`src/hdl/tbc_pkg.sv`:
```
// Package for the PWM time base sync and clock control block.
package tbc_pkg;
    localparam logic [1:0]  TBC_ADR_CTRL     = 2'h0;
    localparam logic [1:0]  TBC_ADR_DIV      = 2'h1;
    localparam logic [1:0]  TBC_ADR_STAT     = 2'h2;
    localparam int          TBC_ENABLE_BIT   = 15;
    localparam int          TBC_SRC_LSB      = 4;
    localparam int          TBC_PS_LSB       = 0;
    localparam int          TBC_DIV_LSB      = 0;
    localparam logic [2:0]  TBC_SRC_PIN      = 3'h0;
    localparam logic [2:0]  TBC_SRC_TRG16    = 3'h2;
    localparam logic [2:0]  TBC_SRC_TRG17    = 3'h3;
    localparam logic [2:0]  TBC_DIV_RESERVED = 3'h7;
    localparam logic [2:0]  TBC_DIV_RESET    = 3'h0;
    localparam logic [3:0]  TBC_PS_RESET     = 4'h0;

    typedef struct packed {
        logic       enable;
        logic [2:0] src;
        logic [3:0] ps;
    } tbc_ctrl_t;

    typedef struct packed {
        logic       cyc;
        logic       stb;
        logic       we;
        logic [3:0] sel;
        logic [3:0] adr;
        logic [31:0] dat;
    } tbc_wb_req_t;
endpackage

```
`src/hdl/tbc_core.sv`:
```
// PWM time base sync select, event postscaler and input clock divider.
`timescale 1ns/1ps
// Contract
// Source 000 pin, 010/011 trigger 16/17.
// Trigger once every n+1 compare matches.
// Divide clock by 2^k; 111 reserved.
// Software changes settings only while disabled.
// Software sets period above external sync period.
// Divider register bits 15-3 read zero.
// Clear postscale counter while disabled.
module tbc_core
    import tbc_pkg::*;
(
    input  wire logic        sys_clk_in,
    input  wire logic        reset_n_in,
    input  wire tbc_wb_req_t wb_req_in,
    output logic             wb_ack_out,
    output logic [31:0]      wb_dat_out,
    input  wire logic        external_sync_in,
    input  wire logic        trigger_gen_output_16_in,
    input  wire logic        trigger_gen_output_17_in,
    input  wire logic        compare_match_in,
    output logic             sync_out,
    output logic             special_event_out,
    output logic             clock_enable_out,
    output logic             time_base_enable_out
);
    tbc_ctrl_t   ctrl_r;
    logic [2:0]  div_r;
    logic [3:0]  ps_cnt_r;
    logic [5:0]  div_cnt_r;
    logic        pin_meta_r;
    logic        pin_sync_r;
    logic        ack_r;
    logic [31:0] rdat_r;
    logic        sync_r;
    logic        sev_r;
    logic        ce_r;

    wire         bus_hit   = wb_req_in.cyc && wb_req_in.stb && !ack_r;
    wire         wr_low    = bus_hit && wb_req_in.we && wb_req_in.sel[0];
    wire         wr_high   = bus_hit && wb_req_in.we && wb_req_in.sel[1];
    wire [1:0]   word_idx  = wb_req_in.adr[3:2];
    wire         sel_ctrl  = (word_idx == TBC_ADR_CTRL);
    wire         sel_div   = (word_idx == TBC_ADR_DIV);
    wire         sel_stat  = (word_idx == TBC_ADR_STAT);
    wire [2:0]   new_src   = wb_req_in.dat[TBC_SRC_LSB +: 3];
    wire [3:0]   new_ps    = wb_req_in.dat[TBC_PS_LSB +: 4];
    wire [2:0]   new_div   = wb_req_in.dat[TBC_DIV_LSB +: 3];

    // Reserved source codes select nothing.
    wire sync_sel =
        (ctrl_r.src == TBC_SRC_PIN)   ? pin_sync_r :
        (ctrl_r.src == TBC_SRC_TRG16) ? trigger_gen_output_16_in :
        (ctrl_r.src == TBC_SRC_TRG17) ? trigger_gen_output_17_in : 1'b0;

    wire ps_done = (ps_cnt_r == ctrl_r.ps);
    // Reserved divider code 111 holds the enable low.
    wire [5:0] div_top = 6'((7'h1 << div_r) - 7'h1);
    wire div_tick = (div_r != TBC_DIV_RESERVED) && (div_cnt_r == div_top);

    wire [31:0] ctrl_word = {16'h0, ctrl_r.enable, 8'h0, ctrl_r.src, ctrl_r.ps};
    wire [31:0] div_word  = {29'h0, div_r};
    wire [31:0] stat_word = {24'h0, ps_cnt_r, 1'b0, sync_r, sev_r, ce_r};
    // Unmapped words read as zero, and a write to them changes nothing.
    wire [31:0] rd_mux =
        sel_ctrl ? ctrl_word : sel_div ? div_word : sel_stat ? stat_word : 32'h0;

    // Two flip-flops bring the external sync pin into the clock domain.
    always_ff @(posedge sys_clk_in)
    begin
        pin_meta_r <= external_sync_in;
        pin_sync_r <= pin_meta_r;
    end

    // Ack is a one-cycle pulse, so a strobe held over it is not taken twice.
    always_ff @(posedge sys_clk_in)
    begin
        if (!reset_n_in)
        begin
            ack_r  <= 1'b0;
            rdat_r <= 32'h0;
        end
        else
        begin
            ack_r  <= bus_hit;
            rdat_r <= bus_hit ? rd_mux : 32'h0;
        end
    end

    // Settings writes are accepted at any time; software keeps them to disabled periods.
    always_ff @(posedge sys_clk_in)
    begin
        if (!reset_n_in)
        begin
            ctrl_r <= '{enable: 1'b0, src: TBC_SRC_PIN, ps: TBC_PS_RESET};
            div_r  <= TBC_DIV_RESET;
        end
        else
        begin
            if (sel_ctrl && wr_low)
            begin
                ctrl_r.src <= new_src;
                ctrl_r.ps  <= new_ps;
            end
            if (sel_ctrl && wr_high)
                ctrl_r.enable <= wb_req_in.dat[TBC_ENABLE_BIT];
            if (sel_div && wr_low)
                div_r <= new_div;
        end
    end

    // The postscale count restarts at each enable, so the first trigger gets its full count.
    always_ff @(posedge sys_clk_in)
    begin
        if (!reset_n_in || !ctrl_r.enable)
            ps_cnt_r <= TBC_PS_RESET;
        else if (compare_match_in)
            ps_cnt_r <= ps_done ? TBC_PS_RESET : 4'(ps_cnt_r + 4'h1);
    end

    // The divider counter runs only while enabled, and its tick becomes the clock enable.
    always_ff @(posedge sys_clk_in)
    begin
        if (!reset_n_in || !ctrl_r.enable || div_tick)
            div_cnt_r <= 6'h0;
        else
            div_cnt_r <= 6'(div_cnt_r + 6'h1);
    end

    always_ff @(posedge sys_clk_in)
    begin
        if (!reset_n_in)
        begin
            sync_r <= 1'b0;
            sev_r  <= 1'b0;
            ce_r   <= 1'b0;
        end
        else
        begin
            sync_r <= ctrl_r.enable && sync_sel;
            sev_r  <= ctrl_r.enable && compare_match_in && ps_done;
            ce_r   <= ctrl_r.enable && div_tick;
        end
    end

    // Every output comes straight from a flip-flop.
    assign wb_ack_out           = ack_r;
    assign wb_dat_out           = rdat_r;
    assign sync_out             = sync_r;
    assign special_event_out    = sev_r;
    assign clock_enable_out     = ce_r;
    assign time_base_enable_out = ctrl_r.enable;

    chk_source_pin: assert property (@(posedge sys_clk_in) disable iff (!reset_n_in)
        ctrl_r.enable && ctrl_r.src == TBC_SRC_PIN && $stable(ctrl_r)
        |=> sync_out == $past(pin_sync_r))
        else $error("Sync output does not follow the external pin.");
    chk_source_trg17: assert property (@(posedge sys_clk_in) disable iff (!reset_n_in)
        ctrl_r.enable && ctrl_r.src == TBC_SRC_TRG17
        |=> sync_out == $past(trigger_gen_output_17_in))
        else $error("Sync output does not follow trigger 17.");
    chk_source_reserved: assert property (@(posedge sys_clk_in) disable iff (!reset_n_in)
        ctrl_r.src[2] || ctrl_r.src == 3'h1 |=> !sync_out)
        else $error("Reserved source drives sync.");
    chk_event_every: assert property (@(posedge sys_clk_in) disable iff (!reset_n_in)
        special_event_out |-> $past(compare_match_in) && $past(ps_cnt_r) == $past(ctrl_r.ps))
        else $error("Event trigger without its final compare match.");
    chk_event_one_one: assert property (@(posedge sys_clk_in) disable iff (!reset_n_in)
        ctrl_r.enable && ctrl_r.ps == 4'h0 && compare_match_in |=> special_event_out)
        else $error("Postscale 1:1 missed an event.");
    chk_divide_one: assert property (@(posedge sys_clk_in) disable iff (!reset_n_in)
        ctrl_r.enable && div_r == 3'h0 ##1 ctrl_r.enable && div_r == 3'h0
        |=> clock_enable_out)
        else $error("Divide-by-1 did not enable every cycle.");
    chk_divide_two: assert property (@(posedge sys_clk_in) disable iff (!reset_n_in)
        clock_enable_out && div_r == 3'h1 && $stable(div_r) && ctrl_r.enable
        ##1 ctrl_r.enable && div_r == 3'h1
        |-> !clock_enable_out ##1 clock_enable_out)
        else $error("Divide-by-2 spacing wrong.");
    chk_divide_reserved: assert property (@(posedge sys_clk_in) disable iff (!reset_n_in)
        div_r == TBC_DIV_RESERVED |=> !clock_enable_out)
        else $error("Reserved divider code produced an enable.");
    chk_div_read_zero: assert property (@(posedge sys_clk_in) disable iff (!reset_n_in)
        wb_ack_out && $past(sel_div) |-> wb_dat_out[31:3] == 29'h0)
        else $error("Divider upper bits not zero.");
    chk_counter_cleared: assert property (@(posedge sys_clk_in) disable iff (!reset_n_in)
        !ctrl_r.enable |=> ps_cnt_r == 4'h0)
        else $error("Postscale counter not cleared while disabled.");
    chk_bus_ack_drop: assert property (@(posedge sys_clk_in) disable iff (!reset_n_in)
        wb_ack_out |=> !wb_ack_out)
        else $error("Ack held two cycles.");

    // Trigger 16 drives sync; sync, event and clock outputs stay quiet while disabled; the divider code lands as written.
    chk_source_trg16: assert property (@(posedge sys_clk_in) disable iff (!reset_n_in)
        ctrl_r.enable && ctrl_r.src == TBC_SRC_TRG16
        |=> sync_out == $past(trigger_gen_output_16_in))
        else $error("Sync output does not follow trigger 16.");
    chk_sync_disabled: assert property (@(posedge sys_clk_in) disable iff (!reset_n_in)
        !ctrl_r.enable |=> !sync_out)
        else $error("Sync output active while disabled.");
    chk_event_disabled: assert property (@(posedge sys_clk_in) disable iff (!reset_n_in)
        !ctrl_r.enable |=> !special_event_out)
        else $error("Event trigger while disabled.");
    chk_clock_disabled: assert property (@(posedge sys_clk_in) disable iff (!reset_n_in)
        !ctrl_r.enable |=> !clock_enable_out)
        else $error("Clock enable while disabled.");
    chk_div_stored: assert property (@(posedge sys_clk_in) disable iff (!reset_n_in)
        sel_div && wr_low |=> div_r == $past(new_div))
        else $error("Divider code not stored.");
    chk_bus_answer: assert property (@(posedge sys_clk_in) disable iff (!reset_n_in)
        bus_hit |=> wb_ack_out)
        else $error("Bus request not answered.");
    chk_read_idle: assert property (@(posedge sys_clk_in) disable iff (!reset_n_in)
        !wb_ack_out |-> wb_dat_out == 32'h0)
        else $error("Read data not zero outside ack.");

    cov_event_sixteen: cover property (@(posedge sys_clk_in) disable iff (!reset_n_in)
        ctrl_r.ps == 4'hf && special_event_out);
    cov_divide_64: cover property (@(posedge sys_clk_in) disable iff (!reset_n_in)
        div_r == 3'h6 && clock_enable_out);
    cov_trg16_sync: cover property (@(posedge sys_clk_in) disable iff (!reset_n_in)
        ctrl_r.src == TBC_SRC_TRG16 && sync_out);
    cov_pin_sync: cover property (@(posedge sys_clk_in) disable iff (!reset_n_in)
        ctrl_r.enable && ctrl_r.src == TBC_SRC_PIN && sync_out);
    cov_divide_one: cover property (@(posedge sys_clk_in) disable iff (!reset_n_in)
        ctrl_r.enable && div_r == TBC_DIV_RESET && clock_enable_out);
endmodule

```
`config.mk`:
```
export PLATFORM = sky130hd
export DESIGN_NAME = tbc_core
export DESIGN_NICKNAME = d
export VERILOG_FILES = /design/src/hdl/tbc_pkg.sv /design/src/hdl/tbc_core.sv
export SDC_FILE = /design/constraint.sdc
export NUM_CORES = 1
export LEC_CHECK = 0
export BUFFER_PORTS_ARGS = -buffer_cell sky130_fd_sc_hd__clkbuf_2
export CAP_MARGIN = 10
export CELL_PAD_IN_SITES_DETAIL_PLACEMENT = 1
export CELL_PAD_IN_SITES_GLOBAL_PLACEMENT = 1
export CORE_MARGIN = 2
export CORE_UTILIZATION = 36
export CTS_BUF_LIST = sky130_fd_sc_hd__clkbuf_16
export CTS_CLUSTER_SIZE = 40
export DETAILED_ROUTE_END_ITERATION = 8
export HOLD_SLACK_MARGIN = 0.05
export PLACE_DENSITY = 0.86
export SETUP_SLACK_MARGIN = 0.2
export SYNTH_ARGS = -nofsm -noshare
export SYNTH_HDL_FRONTEND = slang
export SYNTH_SLANG_ARGS = --single-unit
```
`constraint.sdc`:
```
create_clock -name sys_clk_in -period 2.5 [get_ports sys_clk_in]
set_input_delay 0.25 -clock sys_clk_in [delete_from_list [all_inputs] [get_ports sys_clk_in]]
set_output_delay 0.25 -clock sys_clk_in [all_outputs]
set_load 0.005 [all_outputs]
```
# --- Word-level counts from Yosys, hierarchy flattened ---
# Cells that the tools add are included.
# Widths: inputs -> output; s select.
totals:
  word_cells: 59
  reg_bits: 59
  out_inout_bits: 37
  input_bits: 49
op_classes:
  mux: 7
  add_sub_neg: 3
  shift: 1
  bitwise_logic: 3
  n_eq_ne: 7
  n_reduce_logical: 23
op_table:
  columns: ["cell", "count"]
  rows:
  - ["$mux 16", 1]
  - ["$mux 8", 2]
  - ["$logic_and 1x1->1", 13]
  - ["$add 6x1->6 const B", 1]
  - ["$eq 3x2->1 const B", 2]
  - ["$eq 6x6->1", 1]
  - ["$shl 1x3->6 const A", 1]
  - ["$sub 6x1->6 const B", 1]
  - ["$reduce_or 5->1", 1]
  - ["$add 4x1->4 const B", 1]
  - ["$eq 4x4->1", 1]
  - ["$mux 4", 1]
  - ["$reduce_or 4->1", 1]
  - ["$logic_not 1->1", 3]
  - ["$logic_not 3->1", 1]
  - ["$mux 1", 3]
  - ["$ne 3x3->1 const B", 1]
  - ["$not 1->1", 3]
  - ["$eq 2x1->1 const B", 1]
  - ["$eq 2x2->1 const B", 1]
  - ["$logic_not 2->1", 1]
  - ["$logic_or 1x1->1", 2]
  - ["$reduce_and 2->1", 1]

# --- Longest topological paths before layout ---
logic_depth:
  ltp_word: 5
  depth_mapped: 5
  depth_no_buf: 4

# --- Worst setup path before layout ---
# No wires, ideal clock.
synth_path:
  kind: "register to register"
  from: "register div_r[1]"
  to: "register ce_r, in the netlist clock_enable_out"
  path_buffers: 1
  slack_ps: 1115
  t_arrival_ps: 1269
  stages_incl_launch_ff: 6
  required_time_ps: 2385
  setup_ps: 115
  period_less_slack_ps: 1385
  path_cell_list: "dfxtp_1 buf_6 mux2i_1 and3_4 o32a_4 and3_1"
synth_via:
  elab_chain_cells: 5
  word_cells_on_any_way: 6
  classes_between: "1 x add/sub; 2 x eq/ne; 1 x shift; 2 x reduce/logical"
synth_rtl:
  columns: ["element", "line_no", "rtl"]
  rows:
  - ["start, declared", "tbc_core.sv:29", "logic [2:0] div_r;"]
  - ["start signal, assigned", "tbc_core.sv:109", "div_r <= new_div;"]
  - ["$shl 1x3->6", "tbc_core.sv:59", "wire [5:0] div_top = 6'((7'h1 << div_r) - 7'h1);"]
  - ["$sub 6x1->6", "tbc_core.sv:59", null]
  - ["$eq 6x6->1", "tbc_core.sv:60", "wire div_tick = (div_r != TBC_DIV_RESERVED) && (div_cnt_r == div_top);"]
  - ["$logic_and 1x1->1 *", "tbc_core.sv:60", null]
  - ["$logic_and 1x1->1 *", "tbc_core.sv:143", "ce_r <= ctrl_r.enable && div_tick;"]
  - ["end signal, assigned", "tbc_core.sv:143", null]
  - ["end, declared", "tbc_core.sv:38", "logic ce_r;"]
# Every way passes the cells marked *; elsewhere a longest branch is shown, timed or not.
# A chain may end at the register's enable or synchronous reset.

# --- Final worst setup path ---
# Same ends and word-level chain as after synthesis.

==> qor.csv <==
metric,value,unit
TritonCTS clock tree,yes,
synth top area cells,"dfxtp_1, mux2i_1, buf_4, nor2b_1, xnor2_1",
Synth cell types,39,
postcts setup bufs,0,
Clock Path Buffers,2,
syn_area_per_cell,9.65,µm²
initial DRC count,51,
WL final,4.11,mm
# diodes,0,
Tot Pwr,0.00133,W
period utilization,0.651,
WL/cell,14.3,µm
mapped cell area,1790,µm²
Synth top area share,0.404,
clk slew on worst S/H paths,0.05,ns
first-pass GRT wire length,6.51,mm
Initial Util,0.376,
vias per inst,4.82,
Post-DP Area,1910,µm²
"FF+latch count, synth",36,
RSZ-0062 raised after global routing,no,
drt drc,0,
biggest area consumer among synthesized cells,dfxtp_1,
Final Setup Violations,0,
slowest CP cell,dfxtp_1,
Setup crit end kind,flop,
crit path cell chain,nor2b_1 > a221oi_1 > and4bb_2 > and3_1,
Max Freq,0.614,GHz
std cell rows,25,
asr flop ratio synth,0,
final hold vios,0,
register area share after synthesis,0.404,
Max Cap Viol,0,
Core Region,4750,µm²
ANT nets after route,0,
Post-synth EDFFs,0,
routed vias,1383,
kind of critical path,reg -> reg,
PD cells,638,nW/µm²
initial antenna violation count,0,
Synth top cells by count,"dfxtp_1, buf_4, mux2i_1",
Die Height,74.4,µm
Total GRT Usage,0.157,
gr ovfl total,0,
status,"complete, no violations",
Routability Congestion,0.734,
CTS sink cnt,36,
CTS Hold Bufs,0,
fin nets,270,
CTS resizes,0,
top_reg_cell synth,dfxtp_1,
Critical Path RT,2.67,ns
Die ar.,5540,µm²
largest vdd supply drop,0.000312,V
Slew HR,0.666,
clock root buffer master,clkbuf_16,
leak pwr,0.921,nW
Layout fillers,600,
number of global-route vias before repair,1331,
largest net degree at the start of global routing,15,
I/O Pins,86,
Clock Latency Late Sink,0.28,ns
Layout area overhead,16.3,%
critical path arrival,1.80,ns
Port Buffers,34,
Worst path max stage delay,0.53,ns
Tightest Pin Transition,0.499,ns
setup TNS,0,ns
post-layout util,0.437,
Final Cell Area,2080,µm²
type of origin of the critical path,flop,
Clock Skews,0.00474,ns
H-tree Lvls,2,
Die W,74.4,µm
layout cell share with drive strength beyond 1,0.232,
crit path from,div_r[1]$_SDFFE_PN0P_,
worst-path fanout max,9,
Tmin final,1.63,ns
FF-to-FF Start,div_r[1]$_SDFFE_PN0P_,
Hold WC Path Type,in -> reg,
WHS,0.0737,ns
top-count cell post-synth,dfxtp_1,
Syn. warnings,0,
post-detail-place hpwl,3.01,mm
clock buffers created by TritonCTS,5,
hold_sp,external_sync_in,
fin. max-slew vios,0,
post-synthesis cell count,185,
drt first pass iters,4,
state kept, by name, indices dropped and copies added, names as in the netlist:
register              count
ctrl_r                    7
div_r                     3
div_cnt_r                 6
special_event_out         1
sync_out                  1
ps_cnt_r                  4
wb_ack_out                1
pin_meta_r                1
wb_dat_out                9
clock_enable_out          1
pin_sync_r                1
time_base_enable_out      1
stage by stage:
step	worst slack, ns	std cells
global placement	0.947	279
detailed placement	0.894	279
global route	0.733	287
CTS	0.866	287
finish	0.873	287
floorplan	1.12	207
cells in the final DEF (no fill, tap or decap), types with 2 or more instances in the layout:
master | netlist | final
dfxtp_1 | 36 | 36
nor2_1 | 14 | 14
nor2b_1 | 13 | 13
a21oi_1 | 7 | 7
nand4b_1 | 2 | 2
inv_1 | 5 | 6
clkbuf_2 | 0 | 34
nand3_1 | 5 | 5
nand2_1 | 7 | 7
nand4_1 | 2 | 2
ha_1 | 2 | 2
xnor2_1 | 8 | 8
and2_1 | 2 | 2
nor3b_1 | 2 | 2
and3_1 | 4 | 4
clkbuf_16 | 0 | 5
o21ai_0 | 4 | 4
nor4_1 | 2 | 2
nor4b_1 | 2 | 2
conb_1 | 1 | 23
mux2i_1 | 18 | 18
a211oi_2 | 5 | 5
metal layers:
layer | global-route usage | share of wire
met5 | 0 | 0
met4 | 0.0635 | 0.016
met3 | 0.0434 | 0.058
met2 | 0.280 | 0.51
met1 | 0.176 | 0.42
worst max-delay path, delay by kind of cell (launching register included):
kind               cells  cell delay [ns]
and+or+nand+nor        3             0.68
AOI/OAI and AO/OA      1             0.30
DFF                    1             0.53
where the power goes:
group	leakage, nW	total (W)	switching, W	internal, W
sequential	0.291	0.000581	0.00000261	0.000578
clock	0.0850	0.000688	0.000223	0.000464
combinational	0.546	0.0000569	0.0000334	0.0000235
total	0.921	0.00133	0.000260	0.00107
cells by family (layout without fill, tap and decap cells):
family,Yosys count,count (layout),synth area share
AO/OA/AOI/OAI,22,22,0.106
XOR/XNOR,9,9,0.0442
adder cells (fa/ha/maj),2,2,0.0140
buffers and inverters,35,48,0.130
flip-flops,36,36,0.404
multiplexers,18,18,0.101
other,1,23,0.00210
AND/OR/NAND/NOR,62,62,0.200
cell type report:
| type | instances | area [µm²] | area share |
|---|---|---|---|
| Multi-Input combinational cell | 136 | 916 | 0.441 |
| Sequential cell | 36 | 721 | 0.347 |
| Inverter | 6 | 22.5 | 0.0108 |
| Clock buffer | 5 | 125 | 0.0602 |
| Tap cell | 67 | 83.8 | 0.0404 |
| Timing Repair Buffer | 34 | 170 | 0.0819 |
| Clock inverter | 3 | 38.8 | 0.0187 |
path summary, 6_finish.rpt:
path,end,slack (ns),cells past startpoint
setup reg to reg,clock_enable_out$_SDFF_PN0_,0.87,4
hold / removal,pin_meta_r$_DFF_P_,0.07,1
hold reg to reg,pin_sync_r$_DFF_P_,0.32,0
setup / recovery,clock_enable_out$_SDFF_PN0_,0.87,4
Power figures use the tool's default switching activity.
